[src/design/drv_own_consts.vh]
// Purpose: Constants for the bus driver ownership block
// Assumes: Phase codes are produced by the local phase sequencer
// Notes:   Source codes classify who may drive a signal group
`ifndef DRV_OWN_CONSTS_VH
`define DRV_OWN_CONSTS_VH

// ----------------------------------------------------------------
// Bus phase codes
// ----------------------------------------------------------------
`define PH_FREE   4'h0
`define PH_ARB    4'h1
`define PH_SEL    4'h2
`define PH_RESEL  4'h3
`define PH_CMD    4'h4
`define PH_DIN    4'h5
`define PH_DOUT   4'h6
`define PH_STAT   4'h7
`define PH_MIN    4'h8
`define PH_MOUT   4'h9

// ----------------------------------------------------------------
// Signal source classes
// ----------------------------------------------------------------
`define SRC_NONE  3'h0
`define SRC_ALL   3'h1
`define SRC_WIN   3'h2
`define SRC_SID   3'h3
`define SRC_IT    3'h4
`define SRC_INIT  3'h5
`define SRC_TARG  3'h6

`endif

[src/design/drv_own.v]
// Purpose: Grants or releases each bus driver except bus reset according to bus phase
// Assumes: Phase and role flags come from logic on mclk
// Notes:   Every output is registered; released means oe low
`timescale 1ns/1ps
`include "drv_own_consts.vh"

// Function
// - During arbitration only the own identifier data bit may be driven.
// - During arbitration parity is either released or driven asserted.
// - During arbitration parity is never driven negated.
// - Jointly owned signals may be driven by initiator or target or both.
// - Initiator-owned signals are driven only by the active initiator.
// - Signals owned by nobody in a phase are released by every device.
// - Winner-owned signals are driven only by the arbitration winner.
// - An arbitrating device drives the data bit of its own identifier.
// - Signals owned by all arbitrators are driven while arbitrating.
// - Any driver not an active source in the phase is released.
// - Bus reset may be asserted at any time regardless of phase.
module drv_own #(
  parameter ID_W = 3,
  parameter DB_W = 8
) (
  // Clock and reset
  input  wire            mclk,
  input  wire            rst_b,
  // Phase and role
  input  wire [3:0]      phase,
  input  wire [ID_W-1:0] own_id,
  input  wire            arbitrating,
  input  wire            arb_won,
  input  wire            act_init,
  input  wire            act_targ,
  // Drive requests from protocol logic
  input  wire            bsy_req,
  input  wire            sel_req,
  input  wire [2:0]      ctrl_req,
  input  wire            req_req,
  input  wire            ack_req,
  input  wire            atn_req,
  input  wire            db_req,
  input  wire [DB_W-1:0] db_val,
  input  wire            dbp_val,
  input  wire            arb_par_drive,
  input  wire            rst_req,
  // Bus reset seen on the pin
  input  wire            bus_rst_pin,
  // Driver outputs, value and enable
  output reg             bsy_oe_r,
  output reg             sel_oe_r,
  output reg  [2:0]      ctrl_oe_r,
  output reg             req_oe_r,
  output reg             ack_oe_r,
  output reg             atn_oe_r,
  output reg  [DB_W-1:0] db_out_r,
  output reg  [DB_W-1:0] db_oe_r,
  output reg             dbp_out_r,
  output reg             dbp_oe_r,
  output reg             rst_oe_r
);

  // ----------------------------------------------------------------
  // Bus reset synchroniser
  // ----------------------------------------------------------------
  // Pin is asynchronous to mclk; only the second stage is read
  reg brst_s1_r;
  reg brst_s2_r;

  always @(posedge mclk) begin
    if (!rst_b) begin
      brst_s1_r <= 1'b0;
      brst_s2_r <= 1'b0;
    end else begin
      brst_s1_r <= bus_rst_pin;
      brst_s2_r <= brst_s1_r;
    end
  end

  // ----------------------------------------------------------------
  // Ownership table
  // ----------------------------------------------------------------
  reg [2:0] src_bsy;
  reg [2:0] src_sel;
  reg [2:0] src_ctrl;
  reg [2:0] src_ackatn;
  reg [2:0] src_db;

  // Unlisted phase codes leave every class at none
  always @* begin
    src_bsy    = `SRC_NONE;
    src_sel    = `SRC_NONE;
    src_ctrl   = `SRC_NONE;
    src_ackatn = `SRC_NONE;
    src_db     = `SRC_NONE;
    case (phase)
      `PH_ARB: begin
        src_bsy = `SRC_ALL;
        src_sel = `SRC_WIN;
        src_db  = `SRC_SID;
      end
      `PH_SEL: begin
        src_bsy    = `SRC_IT;
        src_sel    = `SRC_INIT;
        src_ackatn = `SRC_INIT;
        src_db     = `SRC_INIT;
      end
      `PH_RESEL: begin
        src_bsy    = `SRC_IT;
        src_sel    = `SRC_TARG;
        src_ctrl   = `SRC_TARG;
        src_ackatn = `SRC_INIT;
        src_db     = `SRC_TARG;
      end
      `PH_CMD, `PH_DOUT, `PH_MOUT: begin
        src_bsy    = `SRC_TARG;
        src_ctrl   = `SRC_TARG;
        src_ackatn = `SRC_INIT;
        src_db     = `SRC_INIT;
      end
      `PH_DIN, `PH_STAT, `PH_MIN: begin
        src_bsy    = `SRC_TARG;
        src_ctrl   = `SRC_TARG;
        src_ackatn = `SRC_INIT;
        src_db     = `SRC_TARG;
      end
      default: begin
        src_bsy = `SRC_NONE;
      end
    endcase
  end

  // ----------------------------------------------------------------
  // Grant of a source class to this device
  // ----------------------------------------------------------------
  // Reads the role inputs directly
  function grant;
    input [2:0] src;
    begin
      case (src)
        `SRC_ALL:  grant = arbitrating;
        `SRC_WIN:  grant = arbitrating & arb_won;
        `SRC_SID:  grant = arbitrating;
        `SRC_IT:   grant = act_init | act_targ;
        `SRC_INIT: grant = act_init;
        `SRC_TARG: grant = act_targ;
        default:   grant = 1'b0;
      endcase
    end
  endfunction

  // ----------------------------------------------------------------
  // Next driver state
  // ----------------------------------------------------------------
  // Phase decode and data group grant
  wire            arb_ph = (phase == `PH_ARB);
  wire            g_db   = grant(src_db);
  // One-hot data bit of the own identifier
  wire [DB_W-1:0] id_bit = {{(DB_W-1){1'b0}}, 1'b1} << own_id;

  reg [DB_W-1:0] db_out_nxt;
  reg [DB_W-1:0] db_oe_nxt;
  reg            dbp_out_nxt;
  reg            dbp_oe_nxt;

  always @* begin
    // Outside arbitration all data bits share one enable
    db_out_nxt  = db_val;
    db_oe_nxt   = {DB_W{g_db & db_req}};
    dbp_out_nxt = dbp_val;
    dbp_oe_nxt  = g_db & db_req;
    // Arbitration: own bit only, parity fixed asserted
    if (arb_ph) begin
      db_out_nxt  = id_bit;
      db_oe_nxt   = {DB_W{g_db}} & id_bit;
      dbp_out_nxt = 1'b1;
      dbp_oe_nxt  = g_db & arb_par_drive;
    end
  end

  // ----------------------------------------------------------------
  // Registered drivers; bus reset clears all but reset itself
  // ----------------------------------------------------------------
  always @(posedge mclk) begin
    if (!rst_b || brst_s2_r) begin
      bsy_oe_r  <= 1'b0;
      sel_oe_r  <= 1'b0;
      ctrl_oe_r <= 3'h0;
      req_oe_r  <= 1'b0;
      ack_oe_r  <= 1'b0;
      atn_oe_r  <= 1'b0;
      db_out_r  <= {DB_W{1'b0}};
      db_oe_r   <= {DB_W{1'b0}};
      dbp_out_r <= 1'b0;
      dbp_oe_r  <= 1'b0;
    end else begin
      bsy_oe_r  <= grant(src_bsy) & bsy_req;
      sel_oe_r  <= grant(src_sel) & sel_req;
      ctrl_oe_r <= {3{grant(src_ctrl)}} & ctrl_req;
      // REQ follows the control group's class
      req_oe_r  <= grant(src_ctrl) & req_req;
      ack_oe_r  <= grant(src_ackatn) & ack_req;
      atn_oe_r  <= grant(src_ackatn) & atn_req;
      db_out_r  <= db_out_nxt;
      db_oe_r   <= db_oe_nxt;
      dbp_out_r <= dbp_out_nxt;
      dbp_oe_r  <= dbp_oe_nxt;
    end
  end

  // ----------------------------------------------------------------
  // Bus reset driver
  // ----------------------------------------------------------------
  // Not cleared by a bus reset; any device may assert it at any time
  always @(posedge mclk) begin
    if (!rst_b) begin
      rst_oe_r <= 1'b0;
    end else begin
      rst_oe_r <= rst_req;
    end
  end

endmodule // drv_own

[config.mk]
export PLATFORM = sky130hd
export DESIGN_NAME = drv_own
export DESIGN_NICKNAME = d
export VERILOG_FILES = /design/src/design/drv_own.v
export VERILOG_INCLUDE_DIRS = /design/src /design/src/design
export SDC_FILE = /design/constraint.sdc
export NUM_CORES = 1
export LEC_CHECK = 0
export BUFFER_PORTS_ARGS = -buffer_cell sky130_fd_sc_hd__buf_2
export CAP_MARGIN = 20
export CORE_ASPECT_RATIO = 0.7
export CORE_MARGIN = 2
export CORE_UTILIZATION = 38
export DETAILED_ROUTE_END_ITERATION = 7
export PLACE_DENSITY = 0.68
export SLEW_MARGIN = 20
export SYNTH_ARGS = -nofsm -noshare
export SYNTH_HDL_FRONTEND = slang
export SYNTH_SLANG_ARGS = --single-unit
[constraint.sdc]
create_clock -name mclk -period 2.5 [get_ports mclk]
set_input_delay 0.5 -clock mclk [delete_from_list [all_inputs] [get_ports mclk]]
set_output_delay 0.5 -clock mclk [all_outputs]
set_load 0.005 [all_outputs]
======== Word-level counts from Yosys, hierarchy flattened ========
Index checks and enable logic that the tools add are counted.
operators by class
  shift operators ......................... 1
  equal/unequal tests ..................... 39
  reductions and logical operators ........ 13
  multiplexer cells ....................... 18
  bitwise gates (word level) .............. 11
operator list
  kind                 number
  $eq 3x3->1 const B   15
  $eq 3x2->1 const B   10
  $pmux 3 s3           3
  $pmux 1 s5           5
  $eq 4x3->1 const B   4
  $mux 8               2
  $eq 3x1->1 const B   5
  $reduce_or 2->1      6
  $and 1x1->1          8
  $and 8x8->8          1
  $eq 4x2->1 const B   2
  $eq 4x4->1 const B   2
  $reduce_or 4->1      2
  $reduce_or 8->1      1
  $shl 1x3->8 const A  1
  $reduce_or 7->1      1
  $mux 1               6
  $mux 3               2
  $reduce_or 6->1      1
  $eq 4x1->1 const B   1
  $and 3x3->3          1
  $logic_not 1->1      1
  $logic_or 1x1->1     1
  $or 1x1->1           1
word-level totals
  word-level logic and storage cells ...... 95
  register bits after elaboration ......... 29
  bits of input ports ..................... 34
  output and inout bits ................... 27

======== Logic depth before layout (Yosys ltp) ========
  depth in word-level cells ............... 8
  mapped depth ............................ 6
  mapped depth without buffers ............ 4

======== Least setup slack after synthesis ========
OpenSTA, ideal clock, no wires.
  path kind ............................... input-to-reg
  start point ............................. in phase[2]
  end point ............................... reg db_oe_r[0]
  buffers on the path ..................... 2
  setup time .............................. 0.146 ns
  path slack .............................. 0.833 ns
  required time ........................... 2.354 ns
  arrival ................................. 1.521 ns
  cell stages on the path ................. 5
  path through ............................ buf_6 > or4b_1 > buf_6 > nand2_1 > a21oi_1
between the ends
  cells in the longest elaborated chain, start to end .. 8
  elaborated cells between the ends (all ways) .. 23
  classes of those cells .................. eq/ne: 15; mux: 3; bitwise: 2; reduce/logical: 3
ends and longest elaborated chain
  what                                               line                          RTL
  start, declared                                    drv_own.v:27                  input wire [3:0] phase,
  $eq 4x3->1 (tied with other cells)                 drv_own.v:94                  case (phase)
  $reduce_or 4->1 (no line)                          -
  $pmux 3 s3                                         drv_own.v:94
  $eq 3x2->1 / $eq 3x1->1 (equally long branches)    drv_own.v:138                 case (src)
  $reduce_or 2->1 (no line)                          -
  $pmux 1 s5                                         drv_own.v:138
  $and 1x1->1 / $and 8x8->8 (equally long branches)  drv_own.v:167, drv_own.v:173
  $mux 8 (*)                                         drv_own.v:171                 if (arb_ph) begin
  end signal, assigned                               drv_own.v:191                 db_oe_r <= {DB_W{1'b0}};
  end signal, assigned                               drv_own.v:203                 db_oe_r <= db_oe_nxt;
  end, declared                                      drv_own.v:55                  output reg [DB_W-1:0] db_oe_r,
Every way passes the cells marked *; elsewhere a longest branch is shown, timed or not.
A chain may end at the register's enable or synchronous reset.

======== Final worst setup path ========
  start point ............................. in phase[1]
  end point ............................... reg dbp_oe_r
between the ends
  cells in the longest elaborated chain, start to end .. 8
  elaborated cells between the ends (all ways) .. 23
  classes of those cells .................. eq/ne: 15; mux: 3; bitwise: 2; reduce/logical: 3
ends and longest elaborated chain
  what                                             line                          RTL
  $eq 4x3->1 (tied with other cells)               drv_own.v:94
  $reduce_or 4->1 (no line)                        -
  $pmux 3 s3                                       drv_own.v:94
  $eq 3x2->1 / $eq 3x1->1 (equally long branches)  drv_own.v:138
  $reduce_or 2->1 (no line)                        -
  $pmux 1 s5                                       drv_own.v:138
  $and 1x1->1, on equally long branches            drv_own.v:169, drv_own.v:175
  $mux 1 (*)                                       drv_own.v:171
  end signal, assigned                             drv_own.v:205                 dbp_oe_r <= dbp_oe_nxt;
  end, declared                                    drv_own.v:57                  output reg dbp_oe_r,
Marked as above.

==> impl_metrics.env <==
export IMPL_grt_pass1_vias=932
export IMPL_nFillCells=263
export IMPL_cp_end_kind="flop"
export IMPL_track_usage_pct=16.1
export IMPL_cts_tree="done"
export IMPL_synth_ff_latch_count=29
export IMPL_die_w_um=68.6
export IMPL_worstHoldPathType="in2reg"
export IMPL_max_cap_viol_count=0
export IMPL_min_to="atn_oe_r$_SDFF_PP0_"
export IMPL_num_rows=16
export IMPL_synthTopCellsByArea="dfxtp_1 (52%), a21oi_1 (8.6%), nand2_1 (5.7%)"
export IMPL_syn_to_final_growth_pct=35.6
export IMPL_netlist_instances=118
export IMPL_ys_types=29
export IMPL_worst_pin_slew_ns=0.738
export IMPL_synth_warnings=0
export IMPL_hp_start="atn_req"
export IMPL_drive_above_1_share_pct=41.2
export IMPL_synth_top_cell_by_area="dfxtp_1"
export IMPL_grt_remaining_overflow=0
export IMPL_vdd_ir_drop_max_mv=0.454
export IMPL_fin_crit_sh_pct=72.6
export IMPL_netlist_area_leader_share_pct=52.3
export IMPL_most_common_layout_cells="buf_2 (60), dfxtp_1 (29), a21oi_1 (19), nand2_1 (17), and2_1 (10)"
export IMPL_cts_sinks=29
export IMPL_use_met2_pct=24.0
export IMPL_crit_start="phase[1]"
export IMPL_holdPathStages=2
export IMPL_vias=1036
export IMPL_required_ns=2.62
export IMPL_setup_worst_path_start_class="primary input"
export IMPL_clock_fmax_ghz=0.551
export IMPL_period_needed_ns=1.81
export IMPL_place_hpwl_um=1980
export IMPL_layout_nets=215
export IMPL_fin_setup_tns_ns=0
export IMPL_drv_slew=0
export IMPL_drc=0
export IMPL_antenna_found_initial=0
export IMPL_clk_path_buf_depth=2
export IMPL_timing_rr_end="dbp_oe_r$_SDFF_PP0_"
export IMPL_hold_ws_ns=0.424
export IMPL_htree_levels=2
export IMPL_cts_resized_gates=0
export IMPL_layout_commonest_cell="buf_2"
export IMPL_status="completed"
export IMPL_n_antenna_cell=0
export IMPL_drt_pass1_iterations=4
export IMPL_worst_path_max_fanout=13
export IMPL_max_slew_margin_pct=50.8
export IMPL_syn_mean_instance_area_um2=9.41
export IMPL_crit_arrival_ns=1.94
export IMPL_syn_nets=152
export IMPL_clkLatencyLatePin_ns=0.27
export IMPL_hold_viol_final=0
export IMPL_met3_usage_pct=7.16
export IMPL_io_pins=61
export IMPL_rsz0062_at_grt="false"
export IMPL_r2r_slack_ns=0.77
export IMPL_coreArea_um2=2780
export IMPL_cts_root_buf="clkbuf_8"
export IMPL_reg2reg_from="brst_s2_r$_SDFF_PN0_"
export IMPL_cts_setup_buffers=0
export IMPL_drtAntennaViolNets=0
export IMPL_cts_buffers=5
export IMPL_grt_max_degree=14
export IMPL_grt_pass1_wl_um=4010
export IMPL_start_util_pct=39.9
export IMPL_syn_cell_area_um2=1110
export IMPL_io_buffers=60
export IMPL_chipHeight_um=49.2
export IMPL_reg2reg_depth=4
export IMPL_wl_per_cell_um=11.7
export IMPL_gr_usage_met1_pct=20.0
export IMPL_yosysSeqAreaShare_pct=52.3
export IMPL_critical_path_class="in2reg"
export IMPL_drt_initial_drc_count=30
export IMPL_path_clk_slew_ns=0.06
export IMPL_gp_congestion=0.738
export IMPL_drt_vias_per_instance=4.75
export IMPL_power_leakage_nw=0.745
export IMPL_busiest_layer="met2"
export IMPL_dieArea_um2=3380
export IMPL_finalSetupViolCount=0
export IMPL_clock_skew_ns=0.00226
export IMPL_wl_um=2540
export IMPL_p_per_area_nw_per_um2=632
export IMPL_cts_hold_buf=0
[worst max-delay path by stage]
stage,endpoint,slack (ns)
after global placement,db_oe_r[5]$_SDFF_PP0_,0.47
after floorplan,db_oe_r[0]$_SDFF_PP0_,0.83
after detailed placement,dbp_oe_r$_SDFF_PP0_,0.40
after global routing,db_oe_r[0]$_SDFF_PP0_,0.59
final,dbp_oe_r$_SDFF_PP0_,0.69
after CTS,dbp_oe_r$_SDFF_PP0_,0.70
[Yosys cell counts]
library cell	n
dfxtp_1	29
nor3_2	1
a2111oi_2	1
nor3_1	1
nor2_1	6
o21bai_1	1
inv_1	1
and2_1	10
nand3_1	5
nor2_8	1
buf_6	2
nor2b_1	3
mux2i_1	1
nor4_2	1
nand3_2	1
a21oi_2	1
o21ai_0	5
inv_2	1
or4b_1	1
and3_1	1
nand4_1	1
or3b_1	2
buf_2	2
a21boi_0	1
nand2b_1	1
a221oi_2	1
a2111oi_0	1
a21oi_1	19
nand2_1	17
[kinds of logic (layout without fill, tap and decap cells)]
kind of cell / after synthesis / in the layout / share of synthesized area (%)
simple gates: 52 / 52 / 26.7
compound gates: 30 / 30 / 16.5
flops: 29 / 29 / 52.3
buf+inv: 6 / 70 / 3.61
mux: 1 / 1 / 0.902
[power by group]
part | leakage, nW | total [mW] | internal, mW | switching, mW
registers | 0.238 | 0.486 | 0.482 | 0.00420
clock network | 0.0450 | 0.355 | 0.192 | 0.163
logic | 0.463 | 0.110 | 0.0503 | 0.0600
total | 0.745 | 0.952 | 0.724 | 0.227
[area by class of cell]
class	count	area, um2	area share (%)
clock inverter	2	10.0	0.665
sequential	29	581	38.6
inverter	2	7.51	0.499
multi-input combinational	83	489	32.5
tap	36	45.0	2.99
clock buffer	6	72.6	4.82
timing repair buffer	60	300	20.0
[layer usage]
metal,up-vias,wire (um)
met5,-,0
met4,0,12
met3,3,217
met2,41,1170
met1,460,1140
li1,532,-
[state kept, by name (all words and copies together) (netlist names)]
| signal | count |
|---|---|
| brst_s2_r | 1 |
| bsy_oe_r | 1 |
| db_oe_r | 8 |
| req_oe_r | 1 |
| brst_s1_r | 1 |
| ack_oe_r | 1 |
| atn_oe_r | 1 |
| rst_oe_r | 1 |
| db_out_r | 8 |
| sel_oe_r | 1 |
| ctrl_oe_r | 3 |
| dbp_oe_r | 1 |
| dbp_out_r | 1 |
[metrics by stage]
| stage | area [um2] | power [mW] | setup WS (ns) | utilization, % | std cells |
|---|---|---|---|---|---|
| after floorplan | 1110 | 0.550 | 0.833 | - | 118 |
| after global placement | 1420 | 0.603 | 0.468 | 51.1 | 210 |
| after detailed placement | 1420 | 0.606 | 0.404 | 51.1 | 210 |
| after CTS | 1510 | 0.960 | 0.696 | 54.1 | 218 |
| after global routing | 1510 | 1.00 | 0.586 | 54.1 | 218 |
| final | 1510 | 0.952 | 0.685 | 54.1 | 218 |
[critical path, cell delays in order]
cell and delay (ns):
buf_2 0.16, or4b_1 0.78, nand2_1 0.37, a21oi_1 0.12
No activity file was read; power rests on OpenSTA's default activity.
